<file path="src/design/t1_cfg_pkg.sv">
package t1_cfg_pkg;

  // ----------------------------------------
  // Frame geometry and rates
  // ----------------------------------------
  localparam int NUM_CH         = 24;
  localparam int FRAME_BITS     = 193;
  localparam int SF_FRAMES      = 24;
  localparam int SIG_EVERY      = 6;
  localparam int RATE56_KBPS    = 56;
  localparam int RATE64_KBPS    = 64;
  localparam int DS0_MGMT_KBPS  = 8;
  localparam int FULL_RATE_KBPS = 1536;
  localparam int CLK_KHZ        = 200000;
  localparam int T1_KHZ         = 1544;
  localparam int INT_DIV        = CLK_KHZ / T1_KHZ;
  localparam int FIFO_DEPTH     = 32;
  localparam int SYNC_N         = 5;

  // ----------------------------------------
  // Register map
  // ----------------------------------------
  localparam logic [4:0] CTRL_OFS = 5'h00;
  localparam logic [4:0] MAP0_OFS = 5'h04;
  localparam logic [4:0] MAP1_OFS = 5'h08;
  localparam logic [4:0] MAP2_OFS = 5'h0C;
  localparam logic [4:0] STAT_OFS = 5'h10;
  localparam int MAP_PER_WORD = 8;
  localparam int MAP_FIELD_W  = 4;
  localparam int CTRL_W       = 12;
  localparam int ST_CNT_LSB   = 0;
  localparam int ST_AGG_LSB   = 5;
  localparam int ST_MRATE_LSB = 16;
  localparam int ST_SRC_LSB   = 24;
  localparam int ST_OVR_BIT   = 30;
  localparam int ST_REJ_BIT   = 31;

  typedef enum logic [2:0] {
    SRC_NET, SRC_INT, SRC_DTE, SRC_THRU, SRC_TERM
  } timing_src_e;

  typedef enum logic [1:0] {DEST_IDLE, DEST_DATA, DEST_TERM} chan_dest_e;

  typedef struct packed {
    logic       voice;
    chan_dest_e dest;
  } chan_cfg_s;

  typedef struct packed {
    logic        net_esf;
    logic        mgmt_fdl;
    logic        mgmt_en;
    logic [4:0]  mgmt_ch;
    logic        rate64;
    timing_src_e src;
  } ctrl_s;

  localparam logic [11:0] CTRL_RST = 12'h808;
  localparam logic [2:0]  MAP_RST  = 3'h1;

endpackage

</file>
<file path="src/design/t1_channel_map_timing_select.sv">
// Implementation choices: the register offsets and register access over Avalon-MM.
`timescale 1ns/100ps

module t1_bit_fifo #(
  parameter int WIDTH = 1,
  parameter int DEPTH = 32
) (
  input  wire logic             clk_in,
  input  wire logic             sys_rst_in,
  input  wire logic             in_valid_in,
  output      logic             in_ready_out,
  input  wire logic [WIDTH-1:0] in_data_in,
  output      logic             out_valid_out,
  input  wire logic             out_ready_in,
  output      logic [WIDTH-1:0] out_data_out
);
  localparam int AW = $clog2(DEPTH);
  logic [WIDTH-1:0] mem [DEPTH];
  logic [AW:0]      wr_ptr_reg;
  logic [AW:0]      rd_ptr_reg;
  logic             push;
  logic             pop;

  assign in_ready_out  = (wr_ptr_reg - rd_ptr_reg) != (AW+1)'(DEPTH);
  assign out_valid_out = wr_ptr_reg != rd_ptr_reg;
  assign push          = in_valid_in & in_ready_out;
  assign pop           = out_valid_out & out_ready_in;
  assign out_data_out  = mem[rd_ptr_reg[AW-1:0]];

  always_ff @(posedge clk_in) begin
    if (push) begin
      mem[wr_ptr_reg[AW-1:0]] <= in_data_in;
    end
  end

  always_ff @(posedge clk_in) begin
    if (sys_rst_in) begin
      wr_ptr_reg <= '0;
      rd_ptr_reg <= '0;
    end else begin
      wr_ptr_reg <= wr_ptr_reg + (AW+1)'(push);
      rd_ptr_reg <= rd_ptr_reg + (AW+1)'(pop);
    end
  end
endmodule // t1_bit_fifo

module t1_channel_map_timing_select
  import t1_cfg_pkg::*;
#(
  parameter int DIV   = INT_DIV,
  parameter int DEPTH = FIFO_DEPTH
) (
  // Clock and reset
  input  wire logic        clk_in,
  input  wire logic        sys_rst_in,
  // Avalon-MM slave
  input  wire logic [4:0]  avs_address_in,
  input  wire logic        avs_read_in,
  input  wire logic        avs_write_in,
  input  wire logic [31:0] avs_writedata_in,
  output      logic [31:0] avs_readdata_out,
  output      logic        avs_waitrequest_out,
  // Line and equipment clocks, network receive stream
  input  wire logic        net_rx_clk_in,
  input  wire logic        net_rx_data_in,
  input  wire logic        net_rx_frame_in,
  input  wire logic        term_rx_clk_in,
  input  wire logic        dte_tx_clk_in,
  // Transmit timing ticks
  output      logic        net_tx_tick_out,
  output      logic        term_tx_tick_out,
  // Data port, terminal port, management link
  output      logic        dp_rx_data_out,
  output      logic        dp_rx_valid_out,
  output      logic        term_tx_data_out,
  output      logic        term_sig_bit_out,
  output      logic        term_tx_valid_out,
  output      logic        mgmt_rx_bit_out,
  output      logic        mgmt_rx_valid_out,
  output      logic        dp_overrun_out
);
  // ----------------------------------------
  // Input synchronisers
  // ----------------------------------------
  logic [SYNC_N-1:0] raw;
  logic [SYNC_N-1:0] s1_reg;
  logic [SYNC_N-1:0] s2_reg;
  logic [SYNC_N-1:0] s3_reg;
  logic net_edge, term_edge, dte_edge, d_bit, frm;

  assign raw = {dte_tx_clk_in, term_rx_clk_in, net_rx_frame_in,
                net_rx_data_in, net_rx_clk_in};
  assign net_edge  = s2_reg[0] & ~s3_reg[0];
  assign d_bit     = s2_reg[1];
  assign frm       = s2_reg[2];
  assign term_edge = s2_reg[3] & ~s3_reg[3];
  assign dte_edge  = s2_reg[4] & ~s3_reg[4];

  always_ff @(posedge clk_in) begin
    if (sys_rst_in) begin
      s1_reg <= '0;
      s2_reg <= '0;
      s3_reg <= '0;
    end else begin
      s1_reg <= raw;
      s2_reg <= s1_reg;
      s3_reg <= s2_reg;
    end
  end

  // ----------------------------------------
  // Internal oscillator
  // ----------------------------------------
  logic [7:0] div_reg;
  logic       int_tick;
  assign int_tick = div_reg == 8'(DIV - 1);

  always_ff @(posedge clk_in) begin
    if (sys_rst_in || int_tick) begin
      div_reg <= 8'h00;
    end else begin
      div_reg <= div_reg + 8'h01;
    end
  end

  // ----------------------------------------
  // Bus decode and configuration check
  // ----------------------------------------
  ctrl_s            ctrl_reg;
  ctrl_s            cand_ctrl;
  chan_cfg_s        map_reg [NUM_CH];
  logic [NUM_CH-1:0] cand_term, cand_bad, cur_term, cur_dp, cur_voice;
  logic [31:0]      cand_term32;
  logic req, take, wr_take, ctrl_wr, map_wr, stat_wr, upd, rej_set;
  logic cfg_ok, thru_bad, mgmt_bad, fdl_bad, src_bad;
  logic [1:0]       map_idx;
  logic [31:0]      rd_mux, status;

  assign req     = avs_read_in | avs_write_in;
  assign take    = req & ~avs_waitrequest_out;
  assign wr_take = avs_write_in & take;
  assign ctrl_wr = wr_take & (avs_address_in == CTRL_OFS);
  assign stat_wr = wr_take & (avs_address_in == STAT_OFS);
  assign map_wr  = wr_take & ((avs_address_in == MAP0_OFS) |
                   (avs_address_in == MAP1_OFS) |
                   (avs_address_in == MAP2_OFS));
  assign map_idx = avs_address_in[3:2] - 2'h1;
  assign cand_ctrl = ctrl_wr ? ctrl_s'(avs_writedata_in[CTRL_W-1:0])
                             : ctrl_reg;

  for (genvar i = 0; i < NUM_CH; i++) begin : g_ch
    chan_cfg_s cand_ch;
    localparam logic [1:0] WI = 2'(i / MAP_PER_WORD);
    localparam int         FB = (i % MAP_PER_WORD) * MAP_FIELD_W;
    assign cand_ch = (map_wr && map_idx == WI)
                   ? chan_cfg_s'(avs_writedata_in[FB +: 3]) : map_reg[i];
    assign cand_term[i] = cand_ch.dest == DEST_TERM;
    assign cand_bad[i]  = cand_ch.dest == chan_dest_e'(2'h3);
    assign cur_term[i]  = map_reg[i].dest == DEST_TERM;
    assign cur_dp[i]    = map_reg[i].dest == DEST_DATA;
    assign cur_voice[i] = map_reg[i].voice;

    always_ff @(posedge clk_in) begin
      if (sys_rst_in) begin
        map_reg[i] <= chan_cfg_s'(MAP_RST);
      end else if (map_wr && cfg_ok) begin
        map_reg[i] <= cand_ch;
      end
    end
  end

  assign cand_term32 = {8'h00, cand_term};
  assign src_bad  = cand_ctrl.src > SRC_TERM;
  assign thru_bad = (cand_ctrl.src == SRC_THRU) & ~&cand_term;
  assign mgmt_bad = cand_ctrl.mgmt_en & ~cand_ctrl.mgmt_fdl &
                    ((cand_ctrl.mgmt_ch >= 5'(NUM_CH)) |
                     cand_term32[cand_ctrl.mgmt_ch]);
  assign fdl_bad  = cand_ctrl.mgmt_en & cand_ctrl.mgmt_fdl &
                    ~cand_ctrl.net_esf;
  assign cfg_ok   = ~(src_bad | thru_bad | mgmt_bad | fdl_bad | |cand_bad);
  assign upd      = ctrl_wr & cfg_ok;
  assign rej_set  = (ctrl_wr | map_wr) & ~cfg_ok;

  // ----------------------------------------
  // Status view
  // ----------------------------------------
  logic [4:0]  dp_count;
  logic [10:0] agg_kbps;
  logic [6:0]  port_rate, mgmt_rate;
  logic        rej_reg, ovr_reg, fifo_rdy, fifo_vld, fifo_dat, dp_take;
  timing_src_e src_act_reg;

  assign dp_count  = 5'($countones(cur_dp));
  assign port_rate = ctrl_reg.rate64 ? 7'(RATE64_KBPS)
                                     : 7'(RATE56_KBPS);
  // Widen before the product, a 7-bit product would wrap at 128, well below 1536
  assign agg_kbps  = 11'(dp_count) * 11'(port_rate);
  assign mgmt_rate = (~ctrl_reg.mgmt_en | ctrl_reg.mgmt_fdl) ? 7'h00
                   : cur_dp[ctrl_reg.mgmt_ch] ? 7'(DS0_MGMT_KBPS)
                   : port_rate;
  assign status = {rej_reg, ovr_reg, 3'h0, src_act_reg, 1'b0,
                   mgmt_rate, agg_kbps, dp_count};

  always_comb begin
    rd_mux = 32'h0000_0000;
    case (avs_address_in)
      CTRL_OFS: rd_mux = {20'h0_0000, ctrl_reg};
      MAP0_OFS, MAP1_OFS, MAP2_OFS: begin
        for (int k = 0; k < MAP_PER_WORD; k++) begin
          rd_mux[k*MAP_FIELD_W +: 3] = map_reg[int'(map_idx)*MAP_PER_WORD+k];
        end
      end
      STAT_OFS: rd_mux = status;
      default:  rd_mux = 32'h0000_0000;
    endcase
  end

  always_ff @(posedge clk_in) begin
    if (sys_rst_in) begin
      avs_waitrequest_out <= 1'b1;
      avs_readdata_out    <= 32'h0000_0000;
      ctrl_reg            <= ctrl_s'(CTRL_RST);
      rej_reg             <= 1'b0;
      ovr_reg             <= 1'b0;
    end else begin
      avs_waitrequest_out <= ~(req & avs_waitrequest_out);
      if (req && avs_waitrequest_out) begin
        avs_readdata_out <= rd_mux;
      end
      if (upd) begin
        ctrl_reg <= cand_ctrl;
      end
      // Set beats a same-cycle clear
      rej_reg <= rej_set |
                 (rej_reg & ~(stat_wr & avs_writedata_in[ST_REJ_BIT]));
      ovr_reg <= (dp_take & ~fifo_rdy) |
                 (ovr_reg & ~(stat_wr & avs_writedata_in[ST_OVR_BIT]));
    end
  end

  // ----------------------------------------
  // Transmit timing selection
  // ----------------------------------------
  logic       src_tick, net_tick, term_tick, tx_wrap;
  logic [7:0] tx_cnt_reg;

  assign src_tick = (src_act_reg == SRC_INT)  ? int_tick :
                    (src_act_reg == SRC_DTE)  ? dte_edge :
                    (src_act_reg == SRC_TERM) ? term_edge :
                    net_edge;
  assign net_tick  = (src_act_reg == SRC_THRU) ? term_edge : src_tick;
  assign term_tick = (src_act_reg == SRC_THRU) ? net_edge : src_tick;
  assign tx_wrap   = net_tick & (tx_cnt_reg == 8'(FRAME_BITS - 1));

  // Switch only at a frame edge so the outgoing alignment survives
  always_ff @(posedge clk_in) begin
    if (sys_rst_in) begin
      src_act_reg      <= SRC_NET;
      tx_cnt_reg       <= 8'h00;
      net_tx_tick_out  <= 1'b0;
      term_tx_tick_out <= 1'b0;
    end else begin
      net_tx_tick_out  <= net_tick;
      term_tx_tick_out <= term_tick;
      if (tx_wrap) begin
        tx_cnt_reg  <= 8'h00;
        src_act_reg <= ctrl_reg.src;
      end else if (net_tick) begin
        tx_cnt_reg <= tx_cnt_reg + 8'h01;
      end
    end
  end

  // ----------------------------------------
  // Receive channel demultiplexer
  // ----------------------------------------
  logic [7:0] bit_cnt_reg, cur_bit, cm1;
  logic [4:0] frame_reg, ch;
  logic [2:0] bpos;
  logic       fbit, lsb, sigf, robbed, mgmt_here, mg_take, tm_take;
  chan_cfg_s  ch_cfg;

  assign cur_bit   = frm ? 8'h00 : bit_cnt_reg;
  assign cm1       = cur_bit - 8'h01;
  assign ch        = cm1[7:3];
  assign bpos      = cm1[2:0];
  assign fbit      = cur_bit == 8'h00;
  assign ch_cfg    = fbit ? chan_cfg_s'(3'h0) : map_reg[ch];
  assign lsb       = bpos == 3'h7;
  assign sigf      = (frame_reg % 5'(SIG_EVERY)) == 5'(SIG_EVERY - 1);
  assign robbed    = lsb & sigf;
  assign mgmt_here = ctrl_reg.mgmt_en & ~ctrl_reg.mgmt_fdl & ~fbit &
                     (ch == ctrl_reg.mgmt_ch);
  assign dp_take   = net_edge & (ch_cfg.dest == DEST_DATA) &
                     ~(lsb & (~ctrl_reg.rate64 | mgmt_here));
  assign mg_take   = net_edge & ((ctrl_reg.mgmt_en & ctrl_reg.mgmt_fdl &
                     ctrl_reg.net_esf & fbit & ~frame_reg[0]) |
                     (mgmt_here & ((ch_cfg.dest == DEST_DATA) ? lsb :
                     ~(lsb & ~ctrl_reg.rate64))));
  assign tm_take   = net_edge & (ch_cfg.dest == DEST_TERM);

  always_ff @(posedge clk_in) begin
    if (sys_rst_in) begin
      bit_cnt_reg       <= 8'h00;
      frame_reg         <= 5'h00;
      term_tx_data_out  <= 1'b1;
      term_sig_bit_out  <= 1'b0;
      term_tx_valid_out <= 1'b0;
      mgmt_rx_bit_out   <= 1'b0;
      mgmt_rx_valid_out <= 1'b0;
    end else begin
      term_tx_valid_out <= tm_take;
      mgmt_rx_valid_out <= mg_take;
      if (net_edge) begin
        bit_cnt_reg <= (cur_bit == 8'(FRAME_BITS - 1)) ? 8'h00
                                                       : cur_bit + 8'h01;
      end
      if (net_edge && fbit) begin
        frame_reg <= (frame_reg == 5'(SF_FRAMES - 1)) ? 5'h00
                                                      : frame_reg + 5'h01;
      end
      if (tm_take) begin
        term_tx_data_out <= (ch_cfg.voice | ~robbed) ? d_bit : 1'b1;
        term_sig_bit_out <= robbed & ch_cfg.voice;
      end
      if (mg_take) begin
        mgmt_rx_bit_out <= d_bit;
      end
    end
  end

  // ----------------------------------------
  // Data port buffer, drained on the network tick
  // ----------------------------------------
  t1_bit_fifo #(.WIDTH(1), .DEPTH(DEPTH)) u_fifo (
    .clk_in        (clk_in),
    .sys_rst_in    (sys_rst_in),
    .in_valid_in   (dp_take),
    .in_ready_out  (fifo_rdy),
    .in_data_in    (d_bit),
    .out_valid_out (fifo_vld),
    .out_ready_in  (net_tick),
    .out_data_out  (fifo_dat)
  );

  always_ff @(posedge clk_in) begin
    if (sys_rst_in) begin
      dp_rx_data_out  <= 1'b1;
      dp_rx_valid_out <= 1'b0;
      dp_overrun_out  <= 1'b0;
    end else begin
      dp_rx_valid_out <= net_tick & fifo_vld;
      dp_overrun_out  <= ovr_reg;
      if (net_tick) begin
        dp_rx_data_out <= fifo_vld ? fifo_dat : 1'b1;
      end
    end
  end
endmodule // t1_channel_map_timing_select

</file>
<file path="config.mk">
export PLATFORM = sky130hd
export DESIGN_NAME = t1_channel_map_timing_select
export DESIGN_NICKNAME = d
export VERILOG_FILES = /design/src/design/t1_cfg_pkg.sv /design/src/design/t1_channel_map_timing_select.sv
export SDC_FILE = /design/constraint.sdc
export NUM_CORES = 1
export LEC_CHECK = 0
export BUFFER_PORTS_ARGS = -buffer_cell sky130_fd_sc_hd__buf_2
export CORE_MARGIN = 4
export CORE_UTILIZATION = 32
export DETAILED_ROUTE_END_ITERATION = 8
export SLEW_MARGIN = 20
export SYNTH_ARGS = -nofsm -noshare
export SYNTH_HDL_FRONTEND = slang
export SYNTH_SLANG_ARGS = --single-unit
</file>
<file path="constraint.sdc">
create_clock -name clk_in -period 9.6 [get_ports clk_in]
set_input_delay 0.48 -clock clk_in [delete_from_list [all_inputs] [get_ports clk_in]]
set_output_delay 0.48 -clock clk_in [all_outputs]
set_load 0.03 [all_outputs]
</file>
# Word-level counts from Yosys, hierarchy flattened
# Memories as Yosys holds them, arrays and structs flattened. A register that Yosys moved wholly into a read port is not among the register bits.
# Cells that the tools add are included.
# op_classes
n_addsub,39
mul,1
div,1
order_cmp,4
n_eq_ne,94
mux,90
bitwise,98
reduce_logical,16
# ops
cell,n
2-to-1 mux 3 bit,49
equality test 2 bit (second input constant),50
equality test 2 x 1 -> 1 bit (second input constant),26
AND 1 bit,40
bitwise OR 1 bit,39
one-hot mux 3 bit (2 select lines),5
one-hot mux 3 bit (3 select lines),3
adder 1 x 1 -> 2 bit,12
adder 8 x 1 -> 8 bit (second input constant),3
equality test 8 bit (second input constant),3
AND reduction 24 bit,1
OR reduction 24 bit,1
2-to-1 mux 7 bit,3
adder 5 x 3 -> 5 bit (second input constant),4
2-to-1 mux 1 bit,20
inverter 1 bit,19
adder 2 x 2 -> 3 bit,6
2-to-1 mux 8 bit,2
adder 3 x 3 -> 4 bit,3
adder 6 x 1 -> 6 bit,2
< comparator 5 x 6 -> 1 bit (second input constant),2
2-to-1 mux 12 bit,1
multiplier 5 x 7 -> 11 bit,1
adder 5 x 1 -> 5 bit (second input constant),2
other kinds (30),46
# totals
reg_bits,114
ramBits,104
inputBits,46
out_inout_bits,43
wordCells,375
mem_count,2
# memory_table
name,depth,width,read_ports,rd_clocked_by_memory_dff,wr,line_no,source
map_reg,24,3,33,0,24,t1_channel_map_timing_select.sv:131,chan_cfg_s map_reg [NUM_CH];
u_fifo.mem,32,1,1,1,1,t1_channel_map_timing_select.sv:18,logic [WIDTH-1:0] mem [DEPTH];

# Longest topological paths before layout
# logic_depth
depth_word,20
ltp_mapped,28

# By module
# Synthesis repeated with hierarchy kept, for this count alone.
# unflattened
cells_unflattened,1594
area_unflattened_um2,14423.8
# modules_own_cells
mod,instances,cells_each,area_each_um2
t1_channel_map_timing_select,1,1362,12109.1
t1_bit_fifo,1,232,2314.7

# Least setup slack after synthesis
# OpenSTA, ideal clock, no wires.
# synth_timing
kind,reg-to-reg
startpoint,memory map_reg[0][0] (netlist name)
endpoint,register avs_readdata_out[15]
setup_time_ns,0.070
arrival_time_ns,6.825
slack_ns,2.705
path_stages_with_launch,26
period_less_slack_ns,6.895
cell_sequence,edfxtp_1 -> nor2b_1 -> fa_1 -> fa_1 -> inv_1 -> fa_1 -> fa_1 -> fa_1 -> inv_1 -> ha_1 -> fa_1 -> a21o_1 -> a21oi_1 -> nor2_1 -> fa_1 -> inv_1 -> fa_1 -> inv_1 -> ha_1 -> ha_1 -> a21o_1 -> a21o_1 -> a21oi_1 -> xnor2_1 -> nand3_1 -> a21oi_1
# synth_rtl
item,line_no,source
from (decl),t1_channel_map_timing_select.sv:131,
to (signal assigned),t1_channel_map_timing_select.sv:228,avs_readdata_out <= rd_mux;
to (decl),t1_channel_map_timing_select.sv:61,"output logic [31:0] avs_readdata_out,"

==> results.toml <==
[worst_setup_path]
crit_start = "map_reg[13][1]"
critPathCaptureType = "flip-flop"
critical_path_class = "flip-flop to flip-flop"
worst_ep_arrival_time_ns = 7.88
cp_slowest_cell = "fa_1"
crit_required_ns = 10.08
path_max_fanout = 6
r2r_start = "map_reg[13][1]"
max_stage_delay_ns = 0.55
critPathLaunchType = "flip-flop"
crit_top_cell = "fa_1"

[pwr]
internal_power_mw = 1.794
leakage_nw = 6.039
power_mw = 2.540
pwr-share-seq_pct = 39.6
p_switching_mw = 0.7458
p_comb_share_pct = 20.5
p_per_area_nw_per_um2 = 158.3
p_clk_share_pct = 40.0
ir_drop_mv = 0.1077
p_sw_share_pct = 29.36

[floorplan]
initial_core_util_pct = 32.40
dieArea_sq_um = 48220
coreArea_sq_um = 44220
io_pins = 89
die_h_um = 219.6
die_w_um = 219.6
rows = 77

[clock_network]
htreeDepth = 1
clock_insertion_delay_worst_skew_ns = 0.56
post_cts_buffers = 0
clkTransAtPathRegs_ns = 0.06
cts_tree = "yes"
cts_resized = 0
cts_sinks = 216
ctsRootBufferMaster = "clkbuf_16"
cts_buffer_depth = 3
hold_buffers = 0
cts_made_buffers = 26

[timing]
finClkSkew_ns = 0.01409
fmax_mhz = 135.1
tightest_slew_ns = 1.033
hold_slack_ns = 0.1424
period_share_pct = 77.09
finalHoldViolations = 0
finalSetupViolCount = 0
rsz0062_at_grt = "false"
fin_tns_setup_ns = 0
slew_headroom_pct = 30.50
drv_slew = 0
fin_crit_ns = 7.400

[grt]
grt_overflow_total = 0
grt_pass1_wl_um = 72530
grt_max_degree = 96
grt_pass1_vias = 11791
grt_antenna_before_repair = 1
grt_usage_pct = 19.17

[route]
antenna_left = 0
vias_per_cell = 5.615
drc = 0
vias = 12511
wl_per_cell_um = 21.53
wl_um = 47960
first_pass_iters = 8
drt_iter0_drc = 1422

[synth]
synth_top_area_share_pct = 21.80
post_synth.cell_area_avg_sq_um = 8.983
synth_cell_types = 87
synth.most_common_cell = "nand2_1"
synth_seq_area_share_pct = 37.45
ys_seq_elements = 216
post-synth-top-area-cell = "edfxtp_1"
synthCells = 1595
yosysWarnings = 0
syn_area_sq_um = 14330
async_flop_share_pct = 0
synth_commonest_cells = "nand2_1 (196), nor2_1 (120), dfxtp_1 (112), edfxtp_1 (104), inv_1 (79)"
synth_edf_count = 104
synth_flop_cell = "dfxtp_1"
ys_top_cells_by_area = "edfxtp_1 (22%), dfxtp_1 (16%), nand2_1 (5.1%)"

[run]
maxCapViolCount = 0

[cells_and_area]
multi_input_area_sq_um = 8220
layout.nets = 1733
fin_cells = 2228
largest_reg_flops = 72
n_fill_cell = 4476
area_growth_pct = 11.98
seqCellArea_sq_um = 5366
drive_gt1_share_pct = 12.66

[min_path]
hold_path.startpoint = "net_rx_data_in"
hold_path.class = "primary input to flip-flop"

[placement]
gp_congestion = 0.9648
place_hpwl_um = 34500
port_buffers = 82
dp_cells = 2182

[outcome]
outcome = "completed"
-- stage by stage --
step,area (sq um),worst slack [ns],util (%)
after global routing,16040,1.869,36.28
after detailed placement,15170,2.216,34.31
final,16040,2.200,36.28
after CTS,16040,2.206,36.26
after floorplan,14330,2.705,-
after global placement,15170,2.281,34.31
-- logic make-up (layout without fill, tap and decap cells) --
| group | Yosys count | in the layout | synth area share (%) |
|---|---|---|---|
| muxes | 82 | 82 | 7.047 |
| and+or+nand+nor | 665 | 665 | 23.89 |
| other | 1 | 3 | 0.02617 |
| xor gates and xnor gates | 41 | 41 | 2.506 |
| DFF | 216 | 216 | 37.45 |
| adders and majority gates | 69 | 69 | 7.178 |
| AOI/OAI and AO/OA | 334 | 334 | 16.49 |
| buffers and inverters | 187 | 226 | 5.414 |
-- power by group through the flow --
stage | clock network [mW] | registers [mW] | logic (mW)
2_1_floorplan | 0 | 1.03 | 0.367
3_3_place_gp | 0 | 1.02 | 0.506
3_5_place_dp | 0 | 1.02 | 0.513
4_1_cts | 1.04 | 1.00 | 0.520
5_1_grt | 1.08 | 1.01 | 0.582
6_report | 1.02 | 1.01 | 0.519
-- critical path: cells and delay by family, from the launching register on --
family | cells | cell delay (ns)
simple gates | 3 | 0.57
compound gates | 6 | 1.19
buf+inv | 4 | 0.19
fa+ha+maj | 11 | 4.73
flops | 1 | 0.49
xor+xnor | 1 | 0.13
-- layout by cell type (no fill, tap or decap), types with 8 or more instances in the layout --
| cell type | Yosys | layout |
|---|---|---|
| buf_4 | 5 | 18 |
| xor2_1 | 17 | 17 |
| nand2b_1 | 28 | 28 |
| a311oi_1 | 35 | 35 |
| a22oi_1 | 16 | 16 |
| a211oi_1 | 50 | 50 |
| nand2_1 | 196 | 195 |
| a21boi_0 | 14 | 14 |
| and3_1 | 52 | 51 |
| a21o_1 | 11 | 11 |
| xnor2_1 | 24 | 24 |
| nor4_1 | 28 | 28 |
| inv_1 | 79 | 79 |
| nor3_1 | 49 | 47 |
| nor2_1 | 120 | 120 |
| fa_1 | 22 | 22 |
| or3_1 | 10 | 10 |
| mux4_2 | 14 | 14 |
| mux2i_1 | 57 | 57 |
| nor3_2 | 12 | 13 |
| nand3b_1 | 8 | 8 |
| a21oi_1 | 51 | 51 |
| nor2b_1 | 61 | 60 |
| and2_1 | 8 | 8 |
| mux2_2 | 11 | 11 |
| buf_2 | 20 | 81 |
| nor3b_1 | 10 | 10 |
| dfxtp_1 | 112 | 111 |
| o211ai_1 | 13 | 13 |
| clkbuf_16 | 0 | 26 |
| o221ai_1 | 10 | 10 |
| nand3_1 | 47 | 47 |
| o22ai_1 | 17 | 17 |
| ha_1 | 47 | 47 |
| o21ai_0 | 53 | 53 |
| nand4_1 | 9 | 9 |
| edfxtp_1 | 104 | 104 |
-- worst paths after layout --
check	endpoint	slack [ns]	depth (start not counted)
max	avs_readdata_out[15]	2.20	25
min	s1_reg[1]	0.14	2
max reg2reg	avs_readdata_out[15]	2.20	25
min reg2reg	s2_reg[1]	0.45	1
-- layout make-up --
cell class / instances / share of cell area, %
flip-flops and latches: 216 / 33.45
multi-input cells: 1193 / 51.24
inverters: 82 / 1.918
repair buffers: 99 / 3.369
diodes: 1 / 0.01560
clock inverters: 15 / 1.162
well taps: 592 / 4.617
clock buffers: 30 / 4.235
-- routing by layer --
| metal | wire [um] | global-route usage, % | vias to the layer above |
|---|---|---|---|
| met3 | 4100 | 3.461 | 88 |
| met4 | 1476 | 5.087 | 0 |
| met1 | 21400 | 27.72 | 5990 |
| met2 | 20990 | 29.53 | 550 |
| li1 | - | - | 5883 |
| met5 | 0 | 0 | - |
No activity file was read; power rests on OpenSTA's default activity.
